`config.mk`:
```
export PLATFORM = sky130hd
export DESIGN_NAME = csla_top
export DESIGN_NICKNAME = d
export VERILOG_FILES = /design/src/csla_pkg.sv /design/src/csla_top.sv
export VERILOG_INCLUDE_DIRS = /design/src
export SDC_FILE = /design/constraint.sdc
export NUM_CORES = 1
export LEC_CHECK = 0
export ABC_AREA = 1
export BUFFER_PORTS_ARGS = -buffer_cell sky130_fd_sc_hd__buf_4
export CORE_UTILIZATION = 55
export CTS_BUF_LIST = sky130_fd_sc_hd__clkbuf_8
export CTS_CLUSTER_DIAMETER = 100
export DETAILED_ROUTE_END_ITERATION = 16
export GPL_ROUTABILITY_DRIVEN = 0
export PLACE_DENSITY = 0.87
export SETUP_SLACK_MARGIN = 0.02
export SLEW_MARGIN = 20
export SYNTH_ARGS = -nofsm -noshare
export SYNTH_HDL_FRONTEND = slang
export SYNTH_SLANG_ARGS = --single-unit
```
`constraint.sdc`:
```
create_clock -name ref_clk -period 6.75 [get_ports ref_clk]
set_input_delay 0.3375 -clock ref_clk [delete_from_list [all_inputs] [get_ports ref_clk]]
set_output_delay 0.3375 -clock ref_clk [all_outputs]
set_load 0.05 [all_outputs]
```
`src/csla_consts.svh`:
```
// Offsets, field positions, reset values and timing figures of the status lamp encoder
`ifndef CSLA_CONSTS_SVH
`define CSLA_CONSTS_SVH

// ==========================================================
// Register byte offsets
`define CSLA_REG_STATUS     8'h00
`define CSLA_REG_IRQ_STAT   8'h04
`define CSLA_REG_IRQ_CLR    8'h08
`define CSLA_REG_IRQ_EN     8'h0c
`define CSLA_REG_BLINK      8'h10

// ==========================================================
// Status register fields
`define CSLA_ST_FAULT_LSB   0
`define CSLA_ST_HPLL_POS    8
`define CSLA_ST_LPLL_POS    9
`define CSLA_ST_MAJOR_POS   16
`define CSLA_ST_MINOR_POS   17
`define CSLA_ST_PRES_POS    18
`define CSLA_ST_BLINK_POS   19

// Interrupt status / clear / enable fields
`define CSLA_IRQ_MAJOR      0
`define CSLA_IRQ_MINOR      1
`define CSLA_IRQ_PRES       2
`define CSLA_IRQ_MZFAIL     3
`define CSLA_IRQ_W          4

// ==========================================================
// Reset values
`define CSLA_BLINK_RST      16'h00fa
`define CSLA_IRQ_EN_RST     4'h0

// ==========================================================
// Timing: blink step of one millisecond at a 8 ns clock
`define CSLA_CLK_NS         8
`define CSLA_TICK_NS        1000000
`define CSLA_TICK_CYCLES    (`CSLA_TICK_NS / `CSLA_CLK_NS)

`endif

```
`src/csla_pkg.sv`:
```
// Types shared by the status lamp encoder
`default_nettype none

package csla_pkg;

   // ==========================================================
   // Card lifecycle, one-hot
   typedef enum logic [5:0] {
      CSLA_LC_PLUGGED              = 6'h01,
      CSLA_LC_INIT                 = 6'h02,
      CSLA_LC_DOWNLOAD             = 6'h04,
      CSLA_LC_OUT_OF_SERVICE_STATE = 6'h08,
      CSLA_LC_ACTIVE               = 6'h10,
      CSLA_LC_FAILED               = 6'h20
   } csla_lc_t;

   // Mezzanine health, one-hot
   typedef enum logic [3:0] {
      CSLA_MZ_ACTIVE = 4'h1,
      CSLA_MZ_MAJOR  = 4'h2,
      CSLA_MZ_MINOR  = 4'h4,
      CSLA_MZ_IDLE   = 4'h8
   } csla_mz_t;

   // ==========================================================
   // Fault conditions from the card's control logic
   typedef struct packed {
      logic msg_fail;
      logic tx_pending;
      logic rx_pending;
      logic combus_fail;
      logic tx_overrun;
      logic rx_overrun;
      logic comm_fail;
      logic sync_loss;
   } csla_faults_t;

   typedef struct packed {
      logic green;
      logic yellow;
      logic red;
   } csla_lamp_t;

   // ==========================================================
   // Wishbone classic request and answer
   typedef struct packed {
      logic        cyc;
      logic        stb;
      logic        we;
      logic [7:0]  adr;
      logic [3:0]  sel;
      logic [31:0] dat;
   } csla_wb_req_t;

   typedef struct packed {
      logic        ack;
      logic [31:0] dat;
   } csla_wb_rsp_t;

   // ==========================================================
   // Whole state of the encoder
   typedef struct packed {
      logic         pres_m;
      logic         pres_s;
      logic         hpll_m;
      logic         hpll_s;
      logic         lpll_m;
      logic         lpll_s;
      logic [16:0]  ms_cnt;
      logic [15:0]  half_cnt;
      logic         blink;
      csla_lamp_t   card;
      csla_lamp_t   mezz;
      logic         pres_led;
      logic         major;
      logic         minor;
      logic         mzfail;
      logic [3:0]   irq_stat;
      logic [3:0]   irq_en;
      logic         irq;
      logic [15:0]  blink_half;
      csla_wb_rsp_t rsp;
   } csla_state_t;

endpackage

`default_nettype wire

```
`src/csla_top.sv`:
```
// Front-panel lamp encoder and alarm classifier with a Wishbone register slave
//
// Register access over Wishbone and the register addresses are this design's own decisions.
`default_nettype none
`include "csla_consts.svh"

module csla_top #(
   parameter int TICK_CYCLES = `CSLA_TICK_CYCLES
) (
   input  wire logic                  ref_clk,
   input  wire logic                  srst,
   input  wire csla_pkg::csla_wb_req_t wb_req,
   output var  csla_pkg::csla_wb_rsp_t wb_rsp,
   input  wire csla_pkg::csla_lc_t    card_state,
   input  wire csla_pkg::csla_mz_t    mezz_state,
   input  wire logic                  mezz_installed,
   input  wire logic                  high_rate_pll_lock,
   input  wire logic                  low_rate_pll_lock,
   input  wire csla_pkg::csla_faults_t faults,
   output var  csla_pkg::csla_lamp_t  card_lamp,
   output var  csla_pkg::csla_lamp_t  mezz_lamp,
   output var  logic                  mezz_presence_led,
   output var  logic                  major_alarm,
   output var  logic                  minor_alarm,
   output var  logic                  irq
);

   // ==========================================================
   // Lamp pattern helpers
   function automatic csla_pkg::csla_lamp_t lamp(input logic g, input logic y, input logic r);
      csla_pkg::csla_lamp_t l;
      l.green  = g;
      l.yellow = y;
      l.red    = r;
      return l;
   endfunction

   function automatic csla_pkg::csla_lamp_t card_pattern(input csla_pkg::csla_lc_t lc,
                                                         input logic maj,
                                                         input logic mnr,
                                                         input logic blk);
      csla_pkg::csla_lamp_t l;
      l = lamp(1'b1, 1'b0, 1'b1);
      if (lc == csla_pkg::CSLA_LC_FAILED) begin
         l = lamp(1'b1, 1'b0, 1'b1);
      end else if (maj) begin
         l = lamp(1'b0, 1'b0, 1'b1);
      end else if (mnr) begin
         l = lamp(1'b0, 1'b1, 1'b0);
      end else begin
         case (lc)
            csla_pkg::CSLA_LC_PLUGGED:              l = lamp(1'b1, 1'b1, 1'b1);
            csla_pkg::CSLA_LC_INIT:                 l = lamp(1'b1, blk, 1'b0);
            csla_pkg::CSLA_LC_DOWNLOAD:             l = lamp(blk, 1'b0, 1'b0);
            csla_pkg::CSLA_LC_OUT_OF_SERVICE_STATE: l = lamp(1'b1, 1'b0, 1'b0);
            csla_pkg::CSLA_LC_ACTIVE:               l = lamp(1'b0, 1'b0, 1'b0);
            // Unknown code is shown as a card failure
            default:                                l = lamp(1'b1, 1'b0, 1'b1);
         endcase
      end
      return l;
   endfunction

   function automatic csla_pkg::csla_lamp_t mezz_pattern(input logic pres,
                                                         input csla_pkg::csla_mz_t mz);
      csla_pkg::csla_lamp_t l;
      l = lamp(1'b0, 1'b0, 1'b0);
      if (pres) begin
         case (mz)
            csla_pkg::CSLA_MZ_MAJOR:  l = lamp(1'b0, 1'b0, 1'b1);
            csla_pkg::CSLA_MZ_MINOR:  l = lamp(1'b0, 1'b1, 1'b0);
            csla_pkg::CSLA_MZ_IDLE:   l = lamp(1'b1, 1'b0, 1'b0);
            csla_pkg::CSLA_MZ_ACTIVE: l = lamp(1'b0, 1'b0, 1'b0);
            default:                  l = lamp(1'b0, 1'b0, 1'b1);
         endcase
      end
      return l;
   endfunction

   // ==========================================================
   // Alarm classification
   csla_pkg::csla_state_t q;
   csla_pkg::csla_state_t d;
   logic                  major_w;
   logic                  minor_w;
   logic                  tick_w;
   logic                  half_end_w;
   logic [15:0]           half_lim;

   // major set: sync loss, comms failure, rx/tx overrun and comm bus failure
   assign major_w = faults.sync_loss | faults.comm_fail | faults.rx_overrun
                  | faults.tx_overrun | faults.combus_fail;
   assign minor_w = faults.msg_fail | ~q.hpll_s | ~q.lpll_s
                  | (faults.rx_pending & ~faults.rx_overrun)
                  | (faults.tx_pending & ~faults.tx_overrun);

   // prescaler, zero half period runs as one
   assign half_lim   = (q.blink_half == 16'h0000) ? 16'h0001 : q.blink_half;
   assign tick_w     = (q.ms_cnt == 17'(TICK_CYCLES - 1));
   assign half_end_w = (q.half_cnt >= (half_lim - 16'h0001));

   // ==========================================================
   // Next state
   always_comb begin
      logic                 hit;
      logic [3:0]           clr;
      logic [3:0]           ev;
      csla_pkg::csla_lamp_t mz;
      d   = q;
      hit = wb_req.cyc & wb_req.stb & ~q.rsp.ack;
      clr = 4'h0;
      ev  = 4'h0;
      mz  = mezz_pattern(q.pres_s, mezz_state);

      // Pins from outside the clock domain
      d.pres_m = mezz_installed;
      d.pres_s = q.pres_m;
      d.hpll_m = high_rate_pll_lock;
      d.hpll_s = q.hpll_m;
      d.lpll_m = low_rate_pll_lock;
      d.lpll_s = q.lpll_m;

      d.ms_cnt = tick_w ? 17'h00000 : q.ms_cnt + 17'h00001;
      if (tick_w) begin
         if (half_end_w) begin
            d.half_cnt = 16'h0000;
            d.blink    = ~q.blink;
         end else begin
            d.half_cnt = q.half_cnt + 16'h0001;
         end
      end

      d.pres_led = q.pres_s;
      d.mezz     = mz;
      d.card     = card_pattern(card_state, major_w, minor_w, q.blink);
      d.major    = major_w;
      d.minor    = minor_w;
      d.mzfail   = mz.red | mz.yellow;

      // Register slave, one wait cycle per access
      d.rsp.ack = hit;
      if (hit) begin
         d.rsp.dat = 32'h00000000;
         case ({wb_req.adr[7:2], 2'b00})
            `CSLA_REG_STATUS: begin
               d.rsp.dat[`CSLA_ST_FAULT_LSB +: 8] = faults;
               d.rsp.dat[`CSLA_ST_HPLL_POS]       = q.hpll_s;
               d.rsp.dat[`CSLA_ST_LPLL_POS]       = q.lpll_s;
               d.rsp.dat[`CSLA_ST_MAJOR_POS]      = q.major;
               d.rsp.dat[`CSLA_ST_MINOR_POS]      = q.minor;
               d.rsp.dat[`CSLA_ST_PRES_POS]       = q.pres_led;
               d.rsp.dat[`CSLA_ST_BLINK_POS]      = q.blink;
            end
            `CSLA_REG_IRQ_STAT: d.rsp.dat[3:0] = q.irq_stat;
            `CSLA_REG_IRQ_EN:   d.rsp.dat[3:0] = q.irq_en;
            `CSLA_REG_BLINK:    d.rsp.dat[15:0] = q.blink_half;
            default:            d.rsp.dat = 32'h00000000;
         endcase
         if (wb_req.we) begin
            case ({wb_req.adr[7:2], 2'b00})
               `CSLA_REG_IRQ_CLR: begin
                  if (wb_req.sel[0]) begin
                     clr = wb_req.dat[3:0];
                  end
               end
               `CSLA_REG_IRQ_EN: begin
                  if (wb_req.sel[0]) begin
                     d.irq_en = wb_req.dat[3:0];
                  end
               end
               `CSLA_REG_BLINK: begin
                  if (wb_req.sel[0]) begin
                     d.blink_half[7:0] = wb_req.dat[7:0];
                  end
                  if (wb_req.sel[1]) begin
                     d.blink_half[15:8] = wb_req.dat[15:8];
                  end
               end
               default: d.irq_en = q.irq_en;
            endcase
         end
      end

      // Sticky events; a new event beats a clear in the same cycle
      ev[`CSLA_IRQ_MAJOR] = major_w & ~q.major;
      ev[`CSLA_IRQ_MINOR] = minor_w & ~q.minor;
      ev[`CSLA_IRQ_PRES]  = q.pres_s ^ q.pres_led;
      ev[`CSLA_IRQ_MZFAIL] = d.mzfail & ~q.mzfail;
      d.irq_stat = (q.irq_stat & ~clr) | ev;
      d.irq      = |(d.irq_stat & d.irq_en);
   end

   // ==========================================================
   // State register
   always_ff @(posedge ref_clk) begin
      if (srst) begin
         q            <= '0;
         q.irq_en     <= `CSLA_IRQ_EN_RST;
         q.blink_half <= `CSLA_BLINK_RST;
      end else begin
         q <= d;
      end
   end

   assign wb_rsp            = q.rsp;
   assign card_lamp         = q.card;
   assign mezz_lamp         = q.mezz;
   assign mezz_presence_led = q.pres_led;
   assign major_alarm       = q.major;
   assign minor_alarm       = q.minor;
   assign irq               = q.irq;
endmodule

`default_nettype wire

```
# Yosys cells after proc, flatten, opt, wreduce, memory -nomap -nowiden
# Index checks and enable logic that the tools add are counted.
# word_totals
regBits,96
input_bits,70
out_inout_bits,43
word_cells,104
# op_classes
addsub,3
magnitude_cmp,1
eq_ne,14
n_mux,20
bitwise,31
n_reduce_logical,9
# op_table
operator,count
$mux W4,9
$mux W16,2
$eq A6 B2 Y1 const B,3
$add A17 B1 Y17 const B,1
$eq A17 B17 Y1 const B,1
$add A16 B1 Y16 const B,1
$ge A16 B16 Y1,1
$logic_not A16 Y1,1
$pmux W4 S4,1
$sub A16 B1 Y16 const B,1
$pmux W3 S5,1
$eq A6 B1 Y1 const B,2
$eq A6 B3 Y1 const B,2
$pmux W6 S2,1
$not A1 Y1,10
$mux W3,3
$or A1 B1 Y1,9
$pmux W3 S3,1
$and A4 B4 Y4,2
$reduce_and A4 Y1,2
$and A1 B1 Y1,7
$eq A6 B4 Y1 const B,1
$eq A6 B5 Y1 const B,1
$eq A6 B6 Y1 const B,1
13 further kinds,14

# Depth between registers and ports, before layout
# Gate-level depths: netlist of the first run.
# depth
ltp_word,9
ltp_mapped,22
mapped_depth_nobuf,21

# Worst setup path after synthesis of the first run
# Ideal clock, no wire load.
# synth_timing
path_type,register to register
startpoint,register q[37] (netlist bit)
endpoint,register q[84] (netlist bit)
setup_time_ns,0.113
arrival_time_ns,2.724
required_ns,6.637
slack_ns,3.914
stages_incl_launch_ff,23
n_path_buf,1
period_less_slack_ns,2.836
path_cell_list,dfxtp_1 > nor2_1 > nand2_1 > nor2_1 > nand2_1 > nand2_1 > inv_1 > ha_1 > nand2_1 > nor2_2 > nand3_1 > nor3_2 > xor2_1 > inv_1 > ha_1 > nand2_1 > nor3_1 > nand2_1 > nand2_1 > nand2_1 > nand2_2 > buf_6 > nor2_1
# synth_between
elab_chain_len,5
# synth_rtl
item,line_no,source
"start, declared",csla_top.sv:82,csla_pkg::csla_state_t q;
$logic_not A16 Y1,csla_top.sv:98,assign half_lim = (q.blink_half == 16'h0000) ? 16'h0001 : q.blink_half;
$mux W16 *,csla_top.sv:98,
$sub A16 B1 Y16 *,csla_top.sv:100,assign half_end_w = (q.half_cnt >= (half_lim - 16'h0001));
$ge A16 B16 Y1 *,csla_top.sv:100,
$mux W16 *,csla_top.sv:125,if (half_end_w) begin
# Every way passes the cells marked *; elsewhere a longest branch is shown, timed or not.
# A chain may end at the register's enable or synchronous reset.

# Worst setup path in the final report of the first run
# layout_timing
startpoint,register q[37] (netlist bit)
endpoint,register q[79] (netlist bit)
# The elaborated chain is that of the path after synthesis.

==> impl_table.tex, run 1 <==
\begin{tabular}{lr}
\hline
Metric & Value \\
\hline
\multicolumn{2}{l}{\textbf{Floorplanning}} \\
Ports placed on the boundary & between 100 and 150 \\
Effective utilization at floorplan & 0.575 \\
Die Y-Extent & approximately 100 um \\
CORE AREA & roughly 9300 um\^{}2 \\
Horizontal die dimension & between 100 and 150 um \\
Std-Cell Rows & 35 \\
Total die area & just over 10,000 um\^{}2 \\
\multicolumn{2}{l}{\textbf{Synthesis}} \\
Largest cells by area after synthesis & dfxtp\_1, nand2\_1, nor2\_1 \\
Post-synthesis sequential area ratio & 0.359 \\
Synthesized flop and latch total & 96 \\
Fraction of synthesized cell area taken by the top area cell type & 0.359 \\
Post-synthesis average cell area & between 7 and 8 um\^{}2 \\
YS warnings & 0 \\
Number of distinct library cell variants in the gate-level netlist after synthesis & 40 \\
Cell type with the largest total area after synthesis & dfxtp\_1 \\
Cells after synthesis & around 760 \\
Cell area after synthesis & 5360 um\^{}2 \\
\multicolumn{2}{l}{\textbf{STA}} \\
Transition time of the tightest slew-check pin & around 0.80 ns \\
Summed negative setup slack over all endpoints & 0 ns \\
Maximum frequency from static timing analysis & a little under 300 MHz \\
Final period demand of the worst path & around 3.5 ns \\
Final-report max-slew violation count & 0 \\
Worst Clk Skew & $\sim$0.016 ns \\
Remaining max-slew budget at the tightest pin & 0.468 \\
Count of endpoints failing hold in the final timing report & 0 \\
Setup repair after global routing missed its margin & false \\
Final-report setup violation count & 0 \\
Post-route clock period utilization & 0.513 \\
\multicolumn{2}{l}{\textbf{Hold path}} \\
Hold Path Depth & 3 \\
Kind of path behind the tightest hold check & input port to flop \\
Min-delay src & low\_rate\_pll\_lock \\
\multicolumn{2}{l}{\textbf{Worst setup path}} \\
Number of cell instances on the worst register-to-register path & 21 \\
Most frequent cell on the critical path & nand2\_1 \\
Worst setup startpoint & q[37]\$\_SDFFE\_PP1P\_ \\
Cells along the critical path & nor2\_1 -> nand2\_1 -> nor2\_1 -> nand2\_1 -> nand2\_1 -> inv\_1 -> ha\_1 -> nand2\_1 -> nor2\_2 -> nand3\_1 -> nor3\_2 -> xor2\_1 -> inv\_1 -> ha\_1 -> nand2\_1 -> nor3\_1 -> nand2\_1 -> nand2\_1 -> nand2\_1 -> nand2\_2 -> nor2\_1 \\
Arrival time reported for the critical path endpoint & roughly 3.7 ns \\
Maximum fanout along the worst path & 14 \\
Setup crit start kind & flop \\
WP buf/inv & 2 \\
Crit path max-delay cell type & dfxtp\_1 \\
Reg-to-Reg Start & q[37]\$\_SDFFE\_PP1P\_ \\
Logic depth of the worst setup path including buffers & 21 \\
Delay of the slowest cell on the worst path & 0.45 ns \\
Type of destination of the critical path & flop \\
Critical setup path kind & flop to flop \\
Setup slack, reg-to-reg & 3.29 ns \\
Req. time, crit path & between 6 and 7 ns \\
Largest delay share family, worst path & simple AND/OR/NAND/NOR gates \\
\multicolumn{2}{l}{\textbf{Power and ir drop}} \\
Clk pwr share & 0.340 \\
PD cells & 172 nW/um\^{}2 \\
Net switching fraction of the power & 0.277 \\
Worst-case vdd ir drop & between 0.1 and 0.15 mV \\
Net Sw Power & roughly 0.28 mW \\
Flop pwr share & 0.564 \\
Internal power & between 0.7 and 0.8 mW \\
P\_leak & 2.63 nW \\
Logic pwr share & 0.096 \\
\multicolumn{2}{l}{\textbf{Detailed routing}} \\
Drt initial violations & 221 \\
Average wire per standard cell & between 10 and 15 um \\
Via/cell ratio & 5.07 \\
Number of iterations in the first detailed-routing pass & 5 \\
Residual antenna-violating net count after detailed routing & 0 \\
Residual DRC & 0 \\
Number of vias after detailed routing & about 4,800 \\
Drt total wl & 11.3 mm \\
\multicolumn{2}{l}{\textbf{Finish}} \\
Area added between synthesis and finish & 11.4\% \\
Filler cell count in the final layout & about 800 \\
Final design instance area without fill & approximately 6000 um\^{}2 \\
Multi-input gate area in the final layout & about 2800 um\^{}2 \\
Net total in the final layout & between 800 and 900 \\
Final Non-Filler Cells & around 940 \\
Sequential standard cell area & 1920 um\^{}2 \\
Antenna diodes & 0 \\
Fraction of layout cells with a size suffix above 1 & 0.185 \\
\multicolumn{2}{l}{\textbf{Outcome}} \\
Run status & finished, final reports clean \\
\multicolumn{2}{l}{\textbf{Place}} \\
Placed cell count & 923 \\
Sum of net half-perimeters after detailed placement & 8.56 mm \\
Post-place instance area & 5790 um\^{}2 \\
Port Buffers & 80 \\
\multicolumn{2}{l}{\textbf{Clock tree}} \\
Buffers inserted during post-CTS setup optimization & 0 \\
\# H-tree levels & 3 \\
Number of buffers on the longest clock path & 2 \\
Clock sink count & 96 \\
CTS Buf Count & 9 \\
Cell at the root of the clock tree & clkbuf\_8 \\
TritonCTS clock tree & built \\
Insertion delay of the later-clocked pin in the worst-skew pair & 0.37 ns \\
\# resized after CTS & 0 \\
Clk pin slew, worst setup/hold paths & approximately 0.11 ns \\
Number of hold-repair buffers added at the cts stage & 0 \\
\multicolumn{2}{l}{\textbf{Global route}} \\
Number of global-route vias before repair & about 4,200 \\
Total overflow reported by the global router & 0 \\
Overall Global Routing Usage & 0.232 \\
First-pass GRT wire length & 18.7 mm \\
Number of antenna violations at the first check in global routing & 0 \\
Largest net degree at the start of global routing & 46 \\
\multicolumn{2}{l}{\textbf{Run}} \\
Number of violations of the max-capacitance limit & 0 \\
\hline
\end{tabular}
logic make-up (layout without fill, tap and decap cells):
group,count (synthesis),after routing,share of synthesized area
other,1,12,0.000700
AND/OR/NAND/NOR,401,401,0.351
AO/OA/AOI/OAI,80,80,0.0815
buffers and inverters,138,180,0.128
adder cells (fa/ha/maj),19,19,0.0444
flip-flops,96,96,0.359
XOR/XNOR,22,22,0.0359
final timing paths:
check	to
setup reg to reg	q[79]$_SDFFE_PP0N_
hold reg to reg	d[61]$_SDFF_PP0_
hold / removal	d[102]$_SDFF_PP0_
setup / recovery	q[79]$_SDFFE_PP0N_
stage by stage:
stage / worst slack (ns) / power [mW] / hold slack (ns) / utilization
after global routing: 2.87 / 1.07 / 0.150 / 0.640
after CTS: 3.30 / 1.03 / 0.155 / 0.640
final: 3.29 / 1.03 / 0.163 / 0.640
after detailed placement: 3.34 / 0.691 / 0.395 / 0.621
after floorplan: 3.91 / 0.662 / 0.388 / -
after global placement: 3.42 / 0.690 / 0.389 / 0.621
power groups by stage:
stage	clock network, mW	logic [mW]	registers [mW]
floorplan	0	0.0678	0.594
global placement	0	0.0970	0.593
detailed placement	0	0.0982	0.593
CTS	0.353	0.0985	0.580
global route	0.380	0.107	0.581
finish	0.350	0.0986	0.580
synthesized netlist by cell type, drive strengths merged:
cell type,number
dfxtp,96
nor4,1
xnor2,5
nand2,168
or2,2
xor2,17
o22ai,4
buf,49
inv,84
nand3,48
nor2,127
o211ai,4
o21ai,24
nand4,21
o2bb2ai,1
a21o,2
nor3b,1
ha,19
o21a,2
clkbuf,5
nor3,33
a21oi,41
a31oi,1
conb,1
o21bai,1
layout by cell type (no fill, tap or decap), drive strengths merged, types with 12 or more instances in the layout:
master  count
a21oi      41
buf        80
conb       12
dfxtp      96
ha         19
inv        88
nand2     168
nand3      48
nand4      21
nor2      127
nor3       33
o21ai      24
xor2       17
sequential cells by signal, summed over array words and instances, names as in the netlist:
name and flops:
d 4, wb_rsp 21, q 61, mezz_lamp 3, minor_alarm 1, irq 1
major_alarm 1, mezz_presence_led 1, card_lamp 3
final cells by class:
| cell class | instances | share of cell area |
|---|---|---|
| Multi-Input combinational cell | 534 | 0.468 |
| Clock inverter | 7 | 0.00901 |
| Tap cell | 129 | 0.0270 |
| Sequential cell | 96 | 0.322 |
| Inverter | 84 | 0.0528 |
| Timing Repair Buffer | 80 | 0.101 |
| Clock buffer | 9 | 0.0207 |
layer usage:
layer  vias up  track usage  share of wire
met2       141        0.383           0.46
met4         0       0.0792          0.014
met3        13       0.0416          0.061
met5         -            0              0
met1      2129        0.306           0.47
li1       2479            -              -
tightest hold or removal path, stage by stage:
cell,delay (ns)
buf_4,0.07
inv_1,0.03
nor2_1,0.06
Power figures use the tool's default switching activity.
==> inputs of run 2 (changes only) <==
Settings changed: CORE_UTILIZATION 55 to 51, PLACE_DENSITY 0.87 to 0.85.
Clock period 6.75 ns to 3 ns, I/O delays scaled along.
==> impl_table.tex, run 2 (same netlist as run 1, synthesis figures left out) <==
\begin{tabular}{lr}
\hline
Metric & Value \\
\hline
\multicolumn{2}{l}{\textbf{Global route}} \\
Largest net degree at the start of global routing & between 40 and 50 \\
Overall Global Routing Usage & 0.222 \\
Total overflow reported by the global router & 0 \\
Number of antenna violations at the first check in global routing & 0 \\
Number of global-route vias before repair & $\sim$4,500 \\
First-pass GRT wire length & 20.0 mm \\
\multicolumn{2}{l}{\textbf{Run}} \\
Number of violations of the max-capacitance limit & 0 \\
\multicolumn{2}{l}{\textbf{Finish}} \\
Largest register by flop count & q \\
Fraction of layout cells with a size suffix above 1 & 0.262 \\
Antenna diodes & 0 \\
Number of flip-flops under the largest register name & 61 \\
Commonest cells after routing, fill and taps aside & nand2\_1, buf\_4, nor2\_1, dfxtp\_1, inv\_1 \\
Fin util & 0.633 \\
Net total in the final layout & approximately 940 \\
Commonest non-fill, non-tap cell in the layout & nand2\_1 \\
Area added between synthesis and finish & 21.5\% \\
\multicolumn{2}{l}{\textbf{STA}} \\
Transition time of the tightest slew-check pin & about 0.57 ns \\
Final-report setup violation count & 2 \\
Final-report max-slew violation count & 0 \\
Final period demand of the worst path & 3.02 ns \\
Summed negative setup slack over all endpoints & -0.0206 ns \\
Final Worst Setup Slack & -0.0176 ns \\
Remaining max-slew budget at the tightest pin & 0.616 \\
Worst Hold Slack & 0.0140 ns \\
Post-route clock period utilization & 1.01 \\
Worst Clk Skew & 0.0124 ns \\
Count of endpoints failing hold in the final timing report & 0 \\
Setup repair after global routing missed its margin & true \\
Maximum frequency from static timing analysis & between 300 and 400 MHz \\
\multicolumn{2}{l}{\textbf{Detailed routing}} \\
Number of iterations in the first detailed-routing pass & 7 \\
Residual antenna-violating net count after detailed routing & 0 \\
Drt total wl & approximately 13 mm \\
Via/cell ratio & between 5 and 6 \\
Number of vias after detailed routing & slightly above 5,000 \\
Residual DRC & 0 \\
Drt initial violations & 298 \\
Average wire per standard cell & between 10 and 15 um \\
\multicolumn{2}{l}{\textbf{Floorplanning}} \\
Total die area & between 10,000 and 15,000 um\^{}2 \\
Ports placed on the boundary & between 100 and 150 \\
Die Y-Extent & 105 um \\
Horizontal die dimension & 105 um \\
CORE AREA & 10,300 um\^{}2 \\
Std-Cell Rows & 37 \\
Effective utilization at floorplan & 0.522 \\
\multicolumn{2}{l}{\textbf{Worst setup path}} \\
Crit path max-delay cell type & dfxtp\_2 \\
Number of cell instances on the worst register-to-register path & 24 \\
Cells along the critical path & nor2\_1 -> nand2\_1 -> nor2\_1 -> nand2\_1 -> nand2\_2 -> inv\_2 -> ha\_4 -> buf\_4 -> buf\_4 -> nand3\_1 -> xor2\_1 -> ha\_1 -> nand2\_1 -> inv\_1 -> nand2\_1 -> nand2\_1 -> nor2\_1 -> nand2\_1 -> nand2\_1 -> nand2\_2 -> nand2\_2 -> nand2\_4 -> clkbuf\_16 -> nor2\_1 \\
Setup crit start kind & flop \\
Reg-to-Reg Start & q[37]\$\_SDFFE\_PP1P\_ \\
Req. time, crit path & approximately 3.3 ns \\
Setup slack, reg-to-reg & -0.02 ns \\
Largest delay share family, worst path & simple AND/OR/NAND/NOR gates \\
Type of destination of the critical path & flop \\
WP buf/inv & 5 \\
Arrival time reported for the critical path endpoint & about 3.3 ns \\
Maximum fanout along the worst path & 7 \\
Most frequent cell on the critical path & nand2\_1 \\
Worst setup startpoint & q[37]\$\_SDFFE\_PP1P\_ \\
Delay of the slowest cell on the worst path & 0.34 ns \\
RR Endpoint & q[75]\$\_SDFFE\_PP0N\_ \\
Critical setup path kind & flop to flop \\
\multicolumn{2}{l}{\textbf{Outcome}} \\
Violated checks & negative setup slack \\
Run status & finished with violations \\
\multicolumn{2}{l}{\textbf{Clock tree}} \\
CTS Buf Count & 9 \\
Insertion delay of the later-clocked pin in the worst-skew pair & around 0.38 ns \\
TritonCTS clock tree & built \\
Clk pin slew, worst setup/hold paths & about 0.09 ns \\
\# H-tree levels & 3 \\
Clock sink count & 96 \\
Number of buffers on the longest clock path & 2 \\
Cell at the root of the clock tree & clkbuf\_8 \\
\multicolumn{2}{l}{\textbf{Power and ir drop}} \\
P\_leak & slightly below 3 nW \\
Net Sw Power & 0.674 mW \\
Internal power & around 1.8 mW \\
Clk pwr share & 0.370 \\
Logic pwr share & 0.099 \\
Net switching fraction of the power & 0.275 \\
Worst-case vdd ir drop & between 0.3 and 0.4 mV \\
Flop pwr share & 0.531 \\
PD cells & roughly 380 nW/um\^{}2 \\
\multicolumn{2}{l}{\textbf{Place}} \\
Port Buffers & 80 \\
Sum of net half-perimeters after detailed placement & about 8.7 mm \\
\multicolumn{2}{l}{\textbf{Hold path}} \\
Worst min-delay path endpoint & q[38]\$\_SDFFE\_PP1P\_ \\
Min-delay src & wb\_req[5] \\
Kind of path behind the tightest hold check & input port to flop \\
Hold Path Depth & 3 \\
\hline
\end{tabular}
run 2: cell count changes in the layout (fill, tap and decap cells not counted), moves of 3 or more:
cell,delta
buf_4,+35
dfxtp_1,-16
dfxtp_2,+15
nor2_4,+9
nor2_1,-6
dlygate4sd3_1,+5
nand2_1,-5
inv_1,-3
nand2_2,+3
nor2_2,-3
run 2: what timing repair did:
action | 4_1_cts | 5_1_grt
cloned | 0 | 1
hold endpoints to repair | 5 | 0
setup endpoints to repair | 14 | 17
pin swaps | 0 | 15
gates resized for setup | 1 | 48
buffers inserted | 0 | 11
hold buffers | 5 | 0
run 2: metal layers:
| layer | global-route usage | part of all wire | wire length (um) | vias up |
|---|---|---|---|---|
| met5 | 0 | 0 | 0 | - |
| met4 | 0.0500 | 0.016 | 204 | 0 |
| met3 | 0.0432 | 0.056 | 721 | 20 |
| met2 | 0.379 | 0.49 | 6330 | 174 |
| met1 | 0.288 | 0.43 | 5570 | 2399 |
| li1 | - | - | - | 2561 |
run 2: final cells by class:
| class | instances | area (um^2) |
|---|---|---|
| inverter | 84 | 315 |
| multi-input combinational | 534 | 2910 |
| sequential | 96 | 1940 |
| timing repair buffer | 122 | 958 |
| clock buffer | 9 | 124 |
| fill | 888 | 3770 |
| clock inverter | 7 | 85.1 |
| tap | 136 | 170 |
run 2: stage by stage:
step	power [mW]	area (um^2)	setup slack (ns)	cells
final	2.45	6510	-0.0176	988
after global routing	2.53	6510	-0.158	988
after CTS	2.45	6270	0.0641	976
after detailed placement	1.56	6000	0.0628	955
after global placement	1.56	6000	0.186	955
after floorplan	1.49	5400	0.164	768
run 2: power by group through the flow:
stage               Clock, mW  Combinational (mW)  Sequential, mW
floorplan                   0               0.153            1.34
global placement            0               0.224            1.33
global route            0.970               0.260            1.31
detailed placement          0               0.227            1.33
CTS                     0.916               0.233            1.30
finish                  0.909               0.242            1.30
run 2: how the worst max path moves through the flow:
stage                                     to  slack, ns  depth (start not counted)
after CTS                 q[73]$_SDFFE_PP0N_       0.06                         22
after detailed placement  q[80]$_SDFFE_PP0N_       0.06                         22
after floorplan           q[84]$_SDFFE_PP0N_       0.16                         22
after global placement    q[79]$_SDFFE_PP0N_       0.19                         22
final                     q[75]$_SDFFE_PP0N_      -0.02                         24
after global routing      q[76]$_SDFFE_PP0N_      -0.16                         24
run 2: worst min-delay path: stages:
cell      delay (ns)
buf_4           0.08
nand2_1         0.04
o211ai_1        0.08
